File: src/ccr_regs.svh
// Register selects, field positions, reset values and fixed capability values of the configuration bank
`ifndef CCR_REGS_SVH
`define CCR_REGS_SVH

// Register selects within the configuration register number
`define CCR_SEL_BASE 3'h0
`define CCR_SEL_GEOM 3'h1
`define CCR_SEL_OUTER 3'h2
`define CCR_SEL_EXT 3'h3
`define CCR_SEL_IMPL 3'h6

// core_config_base fields
`define CCR_BASE_CONT_BIT 31
`define CCR_BASE_BURST_BIT 16
`define CCR_BASE_ENDIAN_BIT 15
`define CCR_BASE_ISAW_LSB 13
`define CCR_BASE_REL_LSB 10
`define CCR_BASE_MMU_LSB 7
`define CCR_BASE_VI_BIT 3
`define CCR_BASE_K0_LSB 0
`define CCR_K0_RESET 3'h2
`define CCR_ISA_WIDTH_32 2'h0
`define CCR_ISA_RELEASE_TWO 3'h1

// cache_geometry_cfg fields
`define CCR_GEOM_TLB_LSB 25
`define CCR_GEOM_IS_LSB 22
`define CCR_GEOM_IL_LSB 19
`define CCR_GEOM_IA_LSB 16
`define CCR_GEOM_DS_LSB 13
`define CCR_GEOM_DL_LSB 10
`define CCR_GEOM_DA_LSB 7
`define CCR_GEOM_C2_BIT 6
`define CCR_GEOM_PC_BIT 4
`define CCR_GEOM_WR_BIT 3
`define CCR_GEOM_CA_BIT 2
`define CCR_GEOM_EP_BIT 1
`define CCR_GEOM_FP_BIT 0

// outer_cache_cfg fields
`define CCR_OUT_TU_LSB 28
`define CCR_OUT_TS_LSB 24
`define CCR_OUT_TL_LSB 20
`define CCR_OUT_TA_LSB 16
`define CCR_OUT_SU_LSB 13
`define CCR_OUT_L2B_BIT 12
`define CCR_OUT_SS_LSB 8
`define CCR_OUT_SL_LSB 4
`define CCR_OUT_SA_LSB 0

// extension_caps fields
`define CCR_EXT_COHERENCE_REGS_PRESENT_BIT 29
`define CCR_EXT_USER_LOCAL_PRESENT_BIT 13
`define CCR_EXT_DSP2_BIT 11
`define CCR_EXT_DSP_BIT 10
`define CCR_EXT_CTXT_BIT 9
`define CCR_EXT_EIC_BIT 6
`define CCR_EXT_VECTORED_IRQ_CAPABLE_BIT 5
`define CCR_EXT_SP_BIT 4
`define CCR_EXT_DEVICE_MAP_SUPPORT_BIT 3
`define CCR_EXT_SM_BIT 1
`define CCR_EXT_TRACE_BIT 0

// impl_options_cfg fields
`define CCR_IMPL_JUMP_PREDICT_ENABLE_BIT 5
`define CCR_IMPL_JRCP_BIT 4
`define CCR_IMPL_TLB_RECENT_REPLACE_DISABLE_BIT 3
`define CCR_IMPL_NMRUP_BIT 2
`define CCR_IMPL_SYNONYM_UPDATE_DISABLE_BIT 1
`define CCR_IMPL_PERF_CLK_GATE_DISABLE_BIT 0

`endif

File: src/ccr_pkg.sv
// Types shared by the configuration register bank
package ccr_pkg;
  typedef enum logic [1:0] {
    CCR_MMU_TLB = 2'h1,
    CCR_MMU_FIXED = 2'h3
  } ccr_mmu_e;
  typedef logic [2:0] ccr_sel_t;
endpackage

File: src/ccr_config_bank.sv
// Processor configuration and capability register bank, reached as coprocessor-0 registers
// Summary of operation
// - Burst-order field is read-only hardware strap
// - Endian flag reads 1 big, 0 little
// - ISA width kind reads 0 here
// - Architecture release field reads 1 here
// - MMU kind reports TLB or fixed mapping
// - Virtual icache flag only if VA-indexed-and-tagged
// - Kseg0 attribute steers kseg0 caching
// - Continuation bits 1,1,1 then 0 in extensions
// - TLB size field holds entries minus one
// - Cache geometry codes: sets, line, ways
// - Coprocessor, FPU, counter presence bits reflect fit
// - Watchpoint, compressed ISA, debug always read 1
// - Bypass forces secondary line code to 0
// - Bypass write drives L2; read returns feedback
// - Outer cache codes share level-one encoding
// - Outer implementation bits may be writable
// - Coherence presence bit reflects its option
// - Signal extension bit, revision two also 1
// - User-local, context, trace bits reflect options
// - External irq controller bit mirrors input pin
// - Vectored reads 1; page, map, crypto 0
// - Option register: counter clock, synonym, TLB, jump
// - Kseg0 attribute is three bits wide
// - Kseg0 attribute resets to 2, uncached
`timescale 1ns/1ns
`include "ccr_regs.svh"

module ccr_config_bank #(
  parameter bit BIG_ENDIAN = 1'b0,
  parameter bit BURST_SUBBLOCK = 1'b0,
  parameter ccr_pkg::ccr_mmu_e MMU_KIND = ccr_pkg::CCR_MMU_TLB,
  parameter bit ICACHE_VIRTUAL = 1'b0,
  parameter int TLB_ENTRIES = 32,
  parameter logic [2:0] IC_SETS = 3'h2,
  parameter logic [2:0] IC_LINE = 3'h4,
  parameter logic [2:0] IC_WAYS = 3'h3,
  parameter logic [2:0] DC_SETS = 3'h2,
  parameter logic [2:0] DC_LINE = 3'h4,
  parameter logic [2:0] DC_WAYS = 3'h3,
  parameter logic [3:0] L2_SETS = 4'h0,
  parameter logic [3:0] L2_LINE = 4'h0,
  parameter logic [3:0] L2_WAYS = 4'h0,
  parameter logic [3:0] L3_SETS = 4'h0,
  parameter logic [3:0] L3_LINE = 4'h0,
  parameter logic [3:0] L3_WAYS = 4'h0,
  parameter logic [2:0] L2_IMPL_RESET = 3'h0,
  parameter logic [3:0] L3_IMPL_RESET = 4'h0,
  parameter bit COP2_FITTED = 1'b0,
  parameter bit FPU_FITTED = 1'b0,
  parameter bit PERF_COUNTERS = 1'b1,
  parameter bit COHERENCE_REGS = 1'b0,
  parameter bit USER_LOCAL = 1'b1,
  parameter bit SIGNAL_EXT = 1'b1,
  parameter bit CONTEXT_CONFIG = 1'b1,
  parameter bit TRACE_FITTED = 1'b0,
  parameter bit TLB_RECENT_FITTED = 1'b1,
  parameter bit JUMP_CACHE_FITTED = 1'b1
) (
  // Clock and reset
  input wire logic clk_sys,
  input wire logic sys_rst,
  // Coprocessor register access
  input wire logic cfg_wr_en,
  input wire ccr_pkg::ccr_sel_t cfg_sel,
  input wire logic [31:0] cfg_wr_data,
  output logic [31:0] cfg_rd_data,
  // Pins from the system
  input wire logic ext_irq_ctrl_input,
  input wire logic outer_bypass_fb,
  // Controls to the core and L2
  output logic outer_bypass,
  output logic [2:0] kseg_zero_cache_attr,
  output logic perf_clk_gate_disable,
  output logic synonym_update_disable,
  output logic tlb_recent_replace_disable,
  output logic jump_predict_enable
);

  // Fixed codes derived from build options
  localparam logic [5:0] TLB_SIZE_CODE = 6'(TLB_ENTRIES - 1);

  // Writable state, one register per field
  logic [2:0] k0_reg;
  logic bypass_reg;
  logic [2:0] l2_impl_reg;
  logic [2:0] l3_impl_reg;
  logic perf_clk_gate_disable_reg;
  logic synonym_update_disable_reg;
  logic tlb_recent_replace_disable_reg;
  logic jump_predict_enable_reg;

  // Write strobes, one per writable register
  logic wr_base;
  logic wr_outer;
  logic wr_impl;

  // Base word fields
  logic burst_order_flag;
  logic endian_flag;
  logic [1:0] isa_width_kind;
  logic [2:0] isa_release_level;
  logic [2:0] mmu_kind;
  logic icache_uses_va;

  // Geometry word fields
  logic [5:0] tlb_entries_minus_one;
  logic [2:0] icache_sets_code;
  logic [2:0] icache_line_code;
  logic [2:0] icache_ways_code;
  logic [2:0] dcache_sets_code;
  logic [2:0] dcache_line_code;
  logic [2:0] dcache_ways_code;
  logic cop_two_present;
  logic perf_counter_present;
  logic watch_regs_present;
  logic compressed_isa_present;
  logic debug_unit_present;
  logic float_unit_present;

  // Outer cache word fields
  logic [2:0] l3_impl_bits;
  logic [3:0] l3_sets_code;
  logic [3:0] l3_line_code;
  logic [3:0] l3_ways_code;
  logic [2:0] l2_impl_bits;
  logic l2_bypass_seen;
  logic [3:0] l2_sets_code;
  logic [3:0] l2_line_code;
  logic [3:0] l2_ways_code;

  // Extension word fields
  logic coherence_regs_present;
  logic user_local_present;
  logic signal_ext_rev_two;
  logic signal_ext_present;
  logic context_config_present;
  logic ext_irq_ctrl_present;
  logic vectored_irq_capable;
  logic small_page_support;
  logic device_map_support;
  logic alt_crypto_ext_support;
  logic trace_present;

  // Option word presence fields
  logic tlb_recent_present;
  logic jump_cache_present;

  // Assembled words and read selection
  logic [31:0] base_word;
  logic [31:0] geom_word;
  logic [31:0] outer_word;
  logic [31:0] ext_word;
  logic [31:0] impl_word;
  logic [31:0] rd_next;

  // A write needs its strobe and a matching select in one cycle
  assign wr_base = cfg_wr_en && (cfg_sel == `CCR_SEL_BASE);
  assign wr_outer = cfg_wr_en && (cfg_sel == `CCR_SEL_OUTER);
  assign wr_impl = cfg_wr_en && (cfg_sel == `CCR_SEL_IMPL);

  // Kseg0 comes up uncached until boot code rewrites it
  always_ff @(posedge clk_sys or posedge sys_rst) begin
    if (sys_rst) begin
      k0_reg <= `CCR_K0_RESET;
    end else if (wr_base) begin
      k0_reg <= cfg_wr_data[`CCR_BASE_K0_LSB +: 3];
    end
  end

  // Drives the L2 and masks the secondary line code; the read bypass bit shows the L2's feedback instead
  always_ff @(posedge clk_sys or posedge sys_rst) begin
    if (sys_rst) begin
      bypass_reg <= 1'b0;
    end else if (wr_outer) begin
      bypass_reg <= cfg_wr_data[`CCR_OUT_L2B_BIT];
    end
  end

  always_ff @(posedge clk_sys or posedge sys_rst) begin
    if (sys_rst) begin
      l2_impl_reg <= L2_IMPL_RESET;
    end else if (wr_outer) begin
      l2_impl_reg <= cfg_wr_data[`CCR_OUT_SU_LSB +: 3];
    end
  end

  // Tertiary field has three bits of room, so the top parameter bit is dropped
  always_ff @(posedge clk_sys or posedge sys_rst) begin
    if (sys_rst) begin
      l3_impl_reg <= L3_IMPL_RESET[2:0];
    end else if (wr_outer) begin
      l3_impl_reg <= cfg_wr_data[`CCR_OUT_TU_LSB +: 3];
    end
  end

  always_ff @(posedge clk_sys or posedge sys_rst) begin
    if (sys_rst) begin
      perf_clk_gate_disable_reg <= 1'b0;
    end else if (wr_impl) begin
      perf_clk_gate_disable_reg <= cfg_wr_data[`CCR_IMPL_PERF_CLK_GATE_DISABLE_BIT];
    end
  end

  always_ff @(posedge clk_sys or posedge sys_rst) begin
    if (sys_rst) begin
      synonym_update_disable_reg <= 1'b0;
    end else if (wr_impl) begin
      synonym_update_disable_reg <= cfg_wr_data[`CCR_IMPL_SYNONYM_UPDATE_DISABLE_BIT];
    end
  end

  // The TLB disable and the jump enable only stick when their feature is fitted
  always_ff @(posedge clk_sys or posedge sys_rst) begin
    if (sys_rst) begin
      tlb_recent_replace_disable_reg <= 1'b0;
    end else if (wr_impl) begin
      tlb_recent_replace_disable_reg <= cfg_wr_data[`CCR_IMPL_TLB_RECENT_REPLACE_DISABLE_BIT] & TLB_RECENT_FITTED;
    end
  end

  always_ff @(posedge clk_sys or posedge sys_rst) begin
    if (sys_rst) begin
      jump_predict_enable_reg <= 1'b0;
    end else if (wr_impl) begin
      jump_predict_enable_reg <= cfg_wr_data[`CCR_IMPL_JUMP_PREDICT_ENABLE_BIT] & JUMP_CACHE_FITTED;
    end
  end

  // Base word fields
  assign burst_order_flag = BURST_SUBBLOCK;
  assign endian_flag = BIG_ENDIAN;
  assign isa_width_kind = `CCR_ISA_WIDTH_32;
  assign isa_release_level = `CCR_ISA_RELEASE_TWO;
  assign mmu_kind = {1'b0, MMU_KIND};
  assign icache_uses_va = ICACHE_VIRTUAL;

  // Geometry word fields
  assign tlb_entries_minus_one = TLB_SIZE_CODE;
  assign icache_sets_code = IC_SETS;
  assign icache_line_code = IC_LINE;
  assign icache_ways_code = IC_WAYS;
  assign dcache_sets_code = DC_SETS;
  assign dcache_line_code = DC_LINE;
  assign dcache_ways_code = DC_WAYS;
  assign cop_two_present = COP2_FITTED;
  assign perf_counter_present = PERF_COUNTERS;
  assign float_unit_present = FPU_FITTED;
  assign watch_regs_present = 1'b1;
  assign compressed_isa_present = 1'b1;
  assign debug_unit_present = 1'b1;

  // Outer cache word fields
  assign l3_impl_bits = l3_impl_reg;
  assign l3_sets_code = L3_SETS;
  assign l3_line_code = L3_LINE;
  assign l3_ways_code = L3_WAYS;
  assign l2_impl_bits = l2_impl_reg;
  assign l2_bypass_seen = outer_bypass_fb;
  assign l2_sets_code = L2_SETS;
  // Follows the written bypass, not the slow feedback, so it hides at once
  assign l2_line_code = bypass_reg ? 4'h0 : L2_LINE;
  assign l2_ways_code = L2_WAYS;

  // Extension word fields
  assign coherence_regs_present = COHERENCE_REGS;
  assign user_local_present = USER_LOCAL;
  assign signal_ext_present = SIGNAL_EXT;
  assign signal_ext_rev_two = SIGNAL_EXT;
  assign context_config_present = CONTEXT_CONFIG;
  assign trace_present = TRACE_FITTED;
  assign ext_irq_ctrl_present = ext_irq_ctrl_input;
  assign vectored_irq_capable = 1'b1;
  assign small_page_support = 1'b0;
  assign device_map_support = 1'b0;
  assign alt_crypto_ext_support = 1'b0;

  // Option word presence fields
  assign tlb_recent_present = TLB_RECENT_FITTED;
  assign jump_cache_present = JUMP_CACHE_FITTED;

  always_comb begin
    base_word = 32'h0;
    base_word[`CCR_BASE_CONT_BIT] = 1'b1;
    base_word[`CCR_BASE_BURST_BIT] = burst_order_flag;
    base_word[`CCR_BASE_ENDIAN_BIT] = endian_flag;
    base_word[`CCR_BASE_ISAW_LSB +: 2] = isa_width_kind;
    base_word[`CCR_BASE_REL_LSB +: 3] = isa_release_level;
    base_word[`CCR_BASE_MMU_LSB +: 3] = mmu_kind;
    base_word[`CCR_BASE_VI_BIT] = icache_uses_va;
    base_word[`CCR_BASE_K0_LSB +: 3] = k0_reg;
  end

  always_comb begin
    geom_word = 32'h0;
    geom_word[`CCR_BASE_CONT_BIT] = 1'b1;
    geom_word[`CCR_GEOM_TLB_LSB +: 6] = tlb_entries_minus_one;
    geom_word[`CCR_GEOM_IS_LSB +: 3] = icache_sets_code;
    geom_word[`CCR_GEOM_IL_LSB +: 3] = icache_line_code;
    geom_word[`CCR_GEOM_IA_LSB +: 3] = icache_ways_code;
    geom_word[`CCR_GEOM_DS_LSB +: 3] = dcache_sets_code;
    geom_word[`CCR_GEOM_DL_LSB +: 3] = dcache_line_code;
    geom_word[`CCR_GEOM_DA_LSB +: 3] = dcache_ways_code;
    geom_word[`CCR_GEOM_C2_BIT] = cop_two_present;
    geom_word[`CCR_GEOM_PC_BIT] = perf_counter_present;
    geom_word[`CCR_GEOM_FP_BIT] = float_unit_present;
    geom_word[`CCR_GEOM_WR_BIT] = watch_regs_present;
    geom_word[`CCR_GEOM_CA_BIT] = compressed_isa_present;
    geom_word[`CCR_GEOM_EP_BIT] = debug_unit_present;
  end

  always_comb begin
    outer_word = 32'h0;
    outer_word[`CCR_BASE_CONT_BIT] = 1'b1;
    outer_word[`CCR_OUT_TU_LSB +: 3] = l3_impl_bits;
    outer_word[`CCR_OUT_TS_LSB +: 4] = l3_sets_code;
    outer_word[`CCR_OUT_TL_LSB +: 4] = l3_line_code;
    outer_word[`CCR_OUT_TA_LSB +: 4] = l3_ways_code;
    outer_word[`CCR_OUT_SU_LSB +: 3] = l2_impl_bits;
    outer_word[`CCR_OUT_L2B_BIT] = l2_bypass_seen;
    outer_word[`CCR_OUT_SS_LSB +: 4] = l2_sets_code;
    outer_word[`CCR_OUT_SL_LSB +: 4] = l2_line_code;
    outer_word[`CCR_OUT_SA_LSB +: 4] = l2_ways_code;
  end

  // Top bit stays 0: no further register follows
  always_comb begin
    ext_word = 32'h0;
    ext_word[`CCR_EXT_COHERENCE_REGS_PRESENT_BIT] = coherence_regs_present;
    ext_word[`CCR_EXT_USER_LOCAL_PRESENT_BIT] = user_local_present;
    ext_word[`CCR_EXT_DSP_BIT] = signal_ext_present;
    ext_word[`CCR_EXT_DSP2_BIT] = signal_ext_rev_two;
    ext_word[`CCR_EXT_CTXT_BIT] = context_config_present;
    ext_word[`CCR_EXT_TRACE_BIT] = trace_present;
    ext_word[`CCR_EXT_EIC_BIT] = ext_irq_ctrl_present;
    ext_word[`CCR_EXT_VECTORED_IRQ_CAPABLE_BIT] = vectored_irq_capable;
    ext_word[`CCR_EXT_SP_BIT] = small_page_support;
    ext_word[`CCR_EXT_DEVICE_MAP_SUPPORT_BIT] = device_map_support;
    ext_word[`CCR_EXT_SM_BIT] = alt_crypto_ext_support;
  end

  always_comb begin
    impl_word = 32'h0;
    impl_word[`CCR_IMPL_PERF_CLK_GATE_DISABLE_BIT] = perf_clk_gate_disable_reg;
    impl_word[`CCR_IMPL_SYNONYM_UPDATE_DISABLE_BIT] = synonym_update_disable_reg;
    impl_word[`CCR_IMPL_NMRUP_BIT] = tlb_recent_present;
    impl_word[`CCR_IMPL_TLB_RECENT_REPLACE_DISABLE_BIT] = tlb_recent_replace_disable_reg;
    impl_word[`CCR_IMPL_JRCP_BIT] = jump_cache_present;
    impl_word[`CCR_IMPL_JUMP_PREDICT_ENABLE_BIT] = jump_predict_enable_reg;
  end

  // Unmapped selects read as zero
  always_comb begin
    if (cfg_sel == `CCR_SEL_BASE) begin
      rd_next = base_word;
    end else if (cfg_sel == `CCR_SEL_GEOM) begin
      rd_next = geom_word;
    end else if (cfg_sel == `CCR_SEL_OUTER) begin
      rd_next = outer_word;
    end else if (cfg_sel == `CCR_SEL_EXT) begin
      rd_next = ext_word;
    end else if (cfg_sel == `CCR_SEL_IMPL) begin
      rd_next = impl_word;
    end else begin
      rd_next = 32'h0;
    end
  end

  // Registered read keeps the data output off combinational paths
  always_ff @(posedge clk_sys or posedge sys_rst) begin
    if (sys_rst) begin
      cfg_rd_data <= 32'h0;
    end else begin
      cfg_rd_data <= rd_next;
    end
  end

  assign kseg_zero_cache_attr = k0_reg;
  assign outer_bypass = bypass_reg;
  assign perf_clk_gate_disable = perf_clk_gate_disable_reg;
  assign synonym_update_disable = synonym_update_disable_reg;
  assign tlb_recent_replace_disable = tlb_recent_replace_disable_reg;
  assign jump_predict_enable = jump_predict_enable_reg;

endmodule

File: config.mk
export PLATFORM = sky130hd
export DESIGN_NAME = ccr_config_bank
export DESIGN_NICKNAME = d
export VERILOG_FILES = /design/src/ccr_pkg.sv /design/src/ccr_config_bank.sv
export VERILOG_INCLUDE_DIRS = /design/src
export SDC_FILE = /design/constraint.sdc
export NUM_CORES = 1
export LEC_CHECK = 0
export BUFFER_PORTS_ARGS = -buffer_cell sky130_fd_sc_hd__buf_2
export CORE_ASPECT_RATIO = 1.75
export CORE_MARGIN = 2
export CORE_UTILIZATION = 40
export DETAILED_ROUTE_END_ITERATION = 16
export HOLD_SLACK_MARGIN = 0.03
export PLACE_DENSITY = 0.74
export SYNTH_ARGS = -nofsm -noshare
export SYNTH_HDL_FRONTEND = slang
export SYNTH_SLANG_ARGS = --single-unit
export TNS_END_PERCENT = 100
File: constraint.sdc
create_clock -name clk_sys -period 1.3 [get_ports clk_sys]
set_clock_uncertainty 0.15 [all_clocks]
set_input_delay 0.195 -clock clk_sys [delete_from_list [all_inputs] [get_ports clk_sys]]
set_output_delay 0.195 -clock clk_sys [all_outputs]
set_load 0.005 [all_outputs]
==> summary.md, run 1 <==
| Metric | Value |
|---|---|
| Switching part of the total power | 0.235 |
| Number of library cell types mapped by synthesis | 26 |
| DRT Wirelength | 2660 um |
| Syn_area_per_cell | 13.0 um^2 |
| Final Setup Violations | 0 |
| Maximum number of pins on one net before global-route repair | 26 |
| Hold slack | 0.0420 ns |
| Data required time of the critical path | 0.95 ns |
| Worst-case setup slack after placement | -0.138 ns |
| Count of cells resized by post-cts repair | 0 |
| Vias in the first global route | around 1,000 |
| Count of mapped cells out of synthesis | 107 |
| Worst Path Buf+Inv | 1 |
| Category of the worst setup path launch point | flip-flop |
| Largest register by flop count | cfg_rd_data |
| # nets final | 217 |
| Global Route Usage Sum | 0.148 |
| Terminating pin of the worst hold path | cfg_rd_data[12] |
| Quantity of I/O buffers inserted on ports | between 50 and 60 |
| Placed wire-length estimate | 1960 um |
| Routed vias/inst | 4.52 |
| Leakage Power | roughly 0.99 nW |
| # clock sinks | 33 |
| Internal power | 1.85 mW |
| Initial cell density of the core | 0.413 |
| Detailed-routing iteration count for the pre-antenna-repair pass | 4 |
| Die span in x | 48.5 um |
| Die Footprint | 3970 um^2 |
| Clk pwr share | 0.313 |
| Final number of hold-violating endpoints | 0 |
| DRC | 0 |
| Fraction of layout cells with a size suffix above 1 | 0.494 |
| Share of the clock period used by the worst path after layout | 0.972 |
| Worst-case clock buffer depth | 2 |
| Reported max-cap violation count | 0 |
| Worst Hold Class | in2reg |
| Summed instance area of the synthesized netlist | approximately 1400 um^2 |
| Layout area overhead | 38.3% |
| Crit-path max FO | 3 |
| Maximum vdd ir drop | 933 uV |
| Post-CTS clock slew at the launch and capture registers of the worst setup and hold paths | 0.06 ns |
| Min-delay src | outer_bypass_fb |
| Power Dens Cells | 1260 nW/um^2 |
| Initial antenna violation count | 0 |
| Sequential cell area fraction in the yosys report | 0.596 |
| Number of buffers created by CTS | 5 |
| Setup repair after global routing missed its margin | false |
| Antenna violation net count after detailed routing | 0 |
| Most frequently used flop master after synthesis | sky130_fd_sc_hd__dfrtp_1 |
| Post-DR wirelength/cell | 11.9 um |
| Status | finished clean |
| Number of cells on the worst reg-to-reg path | 2 |
| Cell with the biggest individual delay on the critical path | sky130_fd_sc_hd__dfstp_2 |
| Kind of cell adding the most delay to the critical path | flip-flops |
| Final worst-path setup slack | between 0.03 and 0.04 ns |
| Total core area | 3360 um^2 |
| Crit path from | kseg_zero_cache_attr[1] |
| Clock tree root driver cell | sky130_fd_sc_hd__clkbuf_8 |
| Routability Congestion | 0.792 |
| First-pass GRT wire length | 4480 um |
| Die Span Y | 81.9 um |
| I/O pin cnt | 80 |
| Critical R2R Launch | kseg_zero_cache_attr[0] |
| CP max stage delay | ~0.53 ns |
| Detailed router's first-iteration violation count | 6 |
| Total number of vias | ~1,000 |
| Max Transition Viols Final | 0 |
| Setup crit end kind | output port |
| Flops & latches, synth | 33 |
| CTS tree | built |
| Final worst path period need | 1.26 ns |
| R2r setup slk | 0.11 ns |
| Cell row count | 28 |
| Number of synthesis warnings | 0 |
| Post-synth EDFFs | 0 |
| Worst flop-to-flop path endpoint | cfg_rd_data[0] |
| Overflow left after global routing | 0 |
| Clock network latency to the later pin of the worst-skew pair | 0.28 ns |
| Flip-flop count of the largest register, all copies and words added | 19 |
| Ant. Diodes | 0 |
| H-tree depth reported by CTS | 2 |
| Highest clock frequency the design can meet | between 700 and 800 MHz |
| Async SR Flop Fraction | 1.00 |
| Cells along the critical path | buf_2 |
| Logic gate share of total power | 0.177 |
| Critical Setup Path Class | reg2out |
| Count of cells along the worst hold path | 3 |
| Data arrival at the endpoint of the critical path | 0.92 ns |
| Switching power | 569 uW |
| Fraction of power consumed by sequential logic | 0.510 |
[cell type report]
cell class	instances	area (um^2)
Clock buffer	8	90.1
Fill cell	320	1440
Inverter	3	11.3
Multi-Input combinational cell	55	429
Sequential cell	33	827
Tap cell	45	56.3
Timing Repair Buffer	79	505
[layer usage]
layer / GRT usage / up-vias / wire length (um)
li1: - / 484 / -
met1: 0.136 / 480 / 923
met2: 0.292 / 38 / 1510
met3: 0.0418 / 6 / 169
met4: 0.0771 / 0 / 61
met5: 0 / - / 0
[power by group through the flow]
stage | clock [mW] | combinational (mW) | sequential (mW)
2_1_floorplan | 0 | 0.217 | 1.25
3_3_place_gp | 0 | 0.373 | 1.25
3_5_place_dp | 0 | 0.389 | 1.26
4_1_cts | 0.785 | 0.423 | 1.24
5_1_grt | 0.829 | 0.476 | 1.25
6_report | 0.757 | 0.428 | 1.23
[stage by stage]
stage	utilization	power [mW]	area [um^2]	setup TNS, ns	cells
finish	0.571	2.42	1920	0	223
floorplan	-	1.47	1400	0	111
detailed placement	0.500	1.64	1680	-1.48	200
global route	0.571	2.55	1920	0	223
global placement	0.500	1.62	1680	-1.37	200
CTS	0.568	2.44	1910	0	222
[cells by family (layout without fill, tap and decap cells)]
family / count (synthesis) / in the layout / share of synthesized area
flops: 33 / 33 / 0.596
simple gates: 24 / 24 / 0.129
buf+inv: 23 / 90 / 0.105
mux: 14 / 14 / 0.114
compound gates: 11 / 11 / 0.0469
other cells: 1 / 5 / 0.00270
xor+xnor: 1 / 1 / 0.00631
[layout by cell type, fill, tap and decap left out]
| cell type | count |
|---|---|
| sky130_fd_sc_hd__and2_1 | 1 |
| sky130_fd_sc_hd__a21boi_0 | 1 |
| sky130_fd_sc_hd__buf_12 | 1 |
| sky130_fd_sc_hd__mux2_2 | 14 |
| sky130_fd_sc_hd__dlygate4sd3_1 | 14 |
| sky130_fd_sc_hd__buf_2 | 54 |
| sky130_fd_sc_hd__and3b_1 | 1 |
| sky130_fd_sc_hd__conb_1 | 5 |
| sky130_fd_sc_hd__nor2_1 | 6 |
| sky130_fd_sc_hd__nand2b_1 | 2 |
| sky130_fd_sc_hd__nor4b_4 | 1 |
| sky130_fd_sc_hd__nand4b_1 | 1 |
| sky130_fd_sc_hd__o22ai_1 | 1 |
| sky130_fd_sc_hd__or3b_2 | 1 |
| sky130_fd_sc_hd__dfrtp_1 | 32 |
| sky130_fd_sc_hd__nor4bb_1 | 3 |
| sky130_fd_sc_hd__nand3_1 | 1 |
| sky130_fd_sc_hd__nor3b_1 | 1 |
| sky130_fd_sc_hd__clkbuf_8 | 6 |
| sky130_fd_sc_hd__o21ai_0 | 1 |
| sky130_fd_sc_hd__a21oi_1 | 6 |
| sky130_fd_sc_hd__dfstp_2 | 1 |
| sky130_fd_sc_hd__nand3b_1 | 6 |
| sky130_fd_sc_hd__xor2_1 | 1 |
| sky130_fd_sc_hd__o31ai_1 | 1 |
| sky130_fd_sc_hd__buf_4 | 10 |
| sky130_fd_sc_hd__clkbuf_1 | 2 |
| sky130_fd_sc_hd__o32ai_1 | 1 |
| sky130_fd_sc_hd__inv_1 | 3 |
[worst max path at each step]
stage,endpoint,cells past startpoint
final,kseg_zero_cache_attr[1],1
after floorplan,kseg_zero_cache_attr[0],3
after global placement,l3_impl_bits[1],4
after global routing,kseg_zero_cache_attr[1],1
after CTS,kseg_zero_cache_attr[1],1
after detailed placement,l3_impl_bits[1],4
[cell usage after synthesis (2+ instances only)]
cell type	number	area, um^2
sky130_fd_sc_hd__nor2_1	6	22.5
sky130_fd_sc_hd__nand2b_1	2	12.5
sky130_fd_sc_hd__dfrtp_1	32	801
sky130_fd_sc_hd__nand3b_1	6	45.0
sky130_fd_sc_hd__a21oi_1	6	30.0
sky130_fd_sc_hd__buf_4	14	105
sky130_fd_sc_hd__inv_1	3	11.3
sky130_fd_sc_hd__mux2_2	14	158
sky130_fd_sc_hd__buf_2	5	25.0
sky130_fd_sc_hd__nor4bb_1	3	30.0
[repair_timing]
item	4_1_cts	5_1_grt
hold endpoints to repair	23	0
setup buffers	0	1
hold buffers	14	0
setup endpoints to repair	0	1
(Power assumes the default switching activity.)
==> run 2, diff against run 1 <==
--- a/config.mk
+++ b/config.mk
@@ -6,13 +6,13 @@
 export SDC_FILE = /design/constraint.sdc
 export NUM_CORES = 1
 export LEC_CHECK = 0
-export BUFFER_PORTS_ARGS = -buffer_cell sky130_fd_sc_hd__buf_2
 export CORE_ASPECT_RATIO = 1.75
 export CORE_MARGIN = 2
 export CORE_UTILIZATION = 40
 export DETAILED_ROUTE_END_ITERATION = 16
+export DONT_BUFFER_PORTS = 1
 export HOLD_SLACK_MARGIN = 0.03
-export PLACE_DENSITY = 0.74
+export PLACE_DENSITY = 0.54
 export SYNTH_ARGS = -nofsm -noshare
 export SYNTH_HDL_FRONTEND = slang
 export SYNTH_SLANG_ARGS = --single-unit
==> constraint.sdc (replaced) <==
create_clock -name clk_sys -period 1.35 [get_ports clk_sys]
set_clock_uncertainty 0.15 [all_clocks]
set_input_delay 0.2025 -clock clk_sys [delete_from_list [all_inputs] [get_ports clk_sys]]
set_output_delay 0.2025 -clock clk_sys [all_outputs]
set_load 0.005 [all_outputs]
==> summary.md, run 2 (same netlist as run 1, synthesis figures left out) <==
| Metric | Value |
|---|---|
| Ant. Diodes | 0 (unchanged) |
| Initial cell density of the core | 0.413 (unchanged) |
| Highest clock frequency the design can meet | between 800 and 900 MHz |
| Post-DR wirelength/cell | 14.8 um (+24%) |
| Setup repair after global routing missed its margin | false |
| Flip-flop count of the largest register, all copies and words added | 19 (unchanged) |
| Fraction of layout cells with a size suffix above 1 | 0.215 (-0.280) |
| Detailed router's first-iteration violation count | 15 (+9) |
| I/O pin cnt | 80 (unchanged) |
| Die span in x | 48.5 um (unchanged) |
| Worst-case clock buffer depth | 2 (unchanged) |
| Detailed-routing iteration count for the pre-antenna-repair pass | 2 (-2) |
| Area post-placement | 1350 um^2 (-20%) |
| Final Setup Violations | 0 (unchanged) |
| Quantity of I/O buffers inserted on ports | 0 (-100%) |
| DRT Wirelength | 2450 um (-7.7%) |
| Share of the clock period used by the worst path after layout | 0.896 |
| Critical Setup Path Class | reg2reg |
| Clock network latency to the later pin of the worst-skew pair | 0.27 ns (about the same) |
| Overflow left after global routing | 0 (unchanged) |
| Leakage Power | 0.745 nW (-25%) |
| Hold slack | -0.161 ns (-0.203 ns) |
| R2r setup slk | 0.14 ns (+0.03 ns) |
| Commonest cells after routing, fill and taps aside | 32 x sky130_fd_sc_hd__dfrtp_1, 20 x sky130_fd_sc_hd__dlygate4sd3_1, 14 x sky130_fd_sc_hd__mux2_2 |
| Layout area overhead | 17.7% |
| Count of cells along the worst hold path | 1 (-2) |
| Final worst-path setup slack | 0.140 ns (+0.103 ns) |
| Failing checks | negative hold slack |
| Final number of hold-violating endpoints | 12 (+12) |
| Setup crit end kind | flip-flop |
| Max Transition Viols Final | 0 (unchanged) |
| Routability Congestion | 0.674 (-15%) |
| Dpl cells | 139 (-31%) |
| Total number of vias | 828 (-18%) |
| Vias in the first global route | 901 (-11%) |
| Worst Hold Class | in2reg |
| Antenna violation net count after detailed routing | 0 (unchanged) |
| Data required time of the critical path | 1.39 ns (+0.44 ns) |
| Routed vias/inst | 4.99 (+10%) |
| Final worst path period need | 1.21 ns |
| Category of the worst setup path launch point | flip-flop |
| Maximum number of pins on one net before global-route repair | 25 (-3.8%) |
| CTS tree | built |
| Area occupied by multi-input gates | 429 um^2 (unchanged) |
| Area occupied by registers | 827 um^2 (unchanged) |
| Fill cells | 339 (+5.9%) |
| Global Route Usage Sum | 0.137 (-0.0108) |
| Clock tree root driver cell | sky130_fd_sc_hd__clkbuf_8 |
| Post-CTS clock slew at the launch and capture registers of the worst setup and hold paths | 0.06 ns (about the same) |
| Postcts setup bufs | 0 (unchanged) |
| # clock sinks | 33 (unchanged) |
| Largest register by flop count | cfg_rd_data |
| Die Span Y | 81.9 um (unchanged) |
| Worst flop-to-flop path endpoint | cfg_rd_data[0] |
| Terminating pin of the worst hold path | cfg_rd_data[28] |
| Initial antenna violation count | 0 (unchanged) |
| Status | finished, violations left |
| Critical R2R Launch | kseg_zero_cache_attr[0] |
| Area of all placed cells without fillers | 1630 um^2 (-15%) |
| # nets final | 162 (-25%) |
| Maximum vdd ir drop | 713 uV (-24%) |
| Post-route setup TNS | 0 ns (unchanged) |
| Placed wire-length estimate | 1640 um (-16%) |
| First-pass GRT wire length | 4110 um (-8.3%) |
| DRC | 0 (unchanged) |
| Total core area | 3360 um^2 (unchanged) |
| Power Dens Cells | 1290 nW/um^2 (+2.1%) |
| Final Non-Filler Cells | 166 (-26%) |
| H-tree depth reported by CTS | 2 (unchanged) |
| Reported max-cap violation count | 0 (unchanged) |
| Number of cells on the worst reg-to-reg path | 2 (unchanged) |
| Cell row count | 28 (unchanged) |
| Worst-case setup slack after placement | 0.0473 ns (+0.185 ns) |
| Data arrival at the endpoint of the critical path | 1.25 ns (+0.33 ns) |
| Min-delay src | cfg_sel[2] |
| Number of buffers inserted for hold repair after clock tree synthesis | 21 (+7) |
| Number of buffers created by CTS | 5 (unchanged) |
| Die Footprint | 3970 um^2 (unchanged) |
| Crit-path max FO | 3 (unchanged) |
| Most frequent standard cell in the layout excluding fill and tap cells | sky130_fd_sc_hd__dfrtp_1 |
==> run 2: cell types whose count changed in the layout (fill, tap and decap cells not counted) <==
| cell | previous run | this run |
|---|---|---|
| sky130_fd_sc_hd__clkinv_2 | 0 | 1 |
| sky130_fd_sc_hd__buf_12 | 1 | 0 |
| sky130_fd_sc_hd__buf_4 | 10 | 3 |
| sky130_fd_sc_hd__clkbuf_8 | 6 | 5 |
| sky130_fd_sc_hd__dlymetal6s4s_1 | 0 | 1 |
| sky130_fd_sc_hd__clkbuf_1 | 2 | 0 |
| sky130_fd_sc_hd__dlygate4sd3_1 | 14 | 20 |
| sky130_fd_sc_hd__buf_2 | 54 | 0 |
==> run 2: worst max path at each step <==
stage | from | endpoint | slack, ns | cells after the start
finish | kseg_zero_cache_attr[0] | cfg_rd_data[0] | 0.14 | 2
global placement | cfg_sel[2] | outer_bypass | 0.05 | 3
global route | kseg_zero_cache_attr[0] | cfg_rd_data[0] | 0.08 | 2
detailed placement | cfg_sel[2] | l2_impl_bits[2] | 0.05 | 3
floorplan | cfg_sel[0] | kseg_zero_cache_attr[0] | 0.1 | 3
CTS | cfg_sel[0] | cfg_rd_data[2] | 0.04 | 3
==> run 2: repair_timing <==
action / in CTS / in global routing
gates resized for setup: 0 / 1
endpoints found under the setup margin: 0 / 3
hold endpoints to repair: 65 / 12
==> run 2: layout make-up <==
type	instances	area share
clock buffer	5	0.0421
timing repair buffer	24	0.144
tap	45	0.0345
multi-input combinational	55	0.263
inverter	3	0.00690
clock inverter	1	0.00307
sequential	33	0.507
==> run 2: worst max-delay path, cell delays in order (launching register included) <==
cell	delay [ns]
sky130_fd_sc_hd__dfrtp_1	0.37
sky130_fd_sc_hd__or3b_2	0.44
sky130_fd_sc_hd__a21oi_1	0.16
==> run 2: report_power, final <==
part	internal, mW	leakage [nW]	switching (mW)
Clock	0.338	0.0399	0.313
Combinational	0.155	0.287	0.0820
Sequential	1.12	0.418	0.0917
Total	1.62	0.745	0.486
==> run 2: metrics by stage <==
stage	utilization	total power, mW
4_1_cts	0.485	2.14
5_1_grt	0.485	2.21
6_report	0.485	2.10
3_5_place_dp	0.400	1.42
2_1_floorplan	-	1.41
3_3_place_gp	0.400	1.41
==> run 2: per-layer routing <==
layer  vias up  GRT usage  wire length (um)
li1        370          -                 -
met1       420      0.124               816
met2        31      0.258              1380
met3         7     0.0582               198
met4         0     0.0714                59
met5         -          0                 0
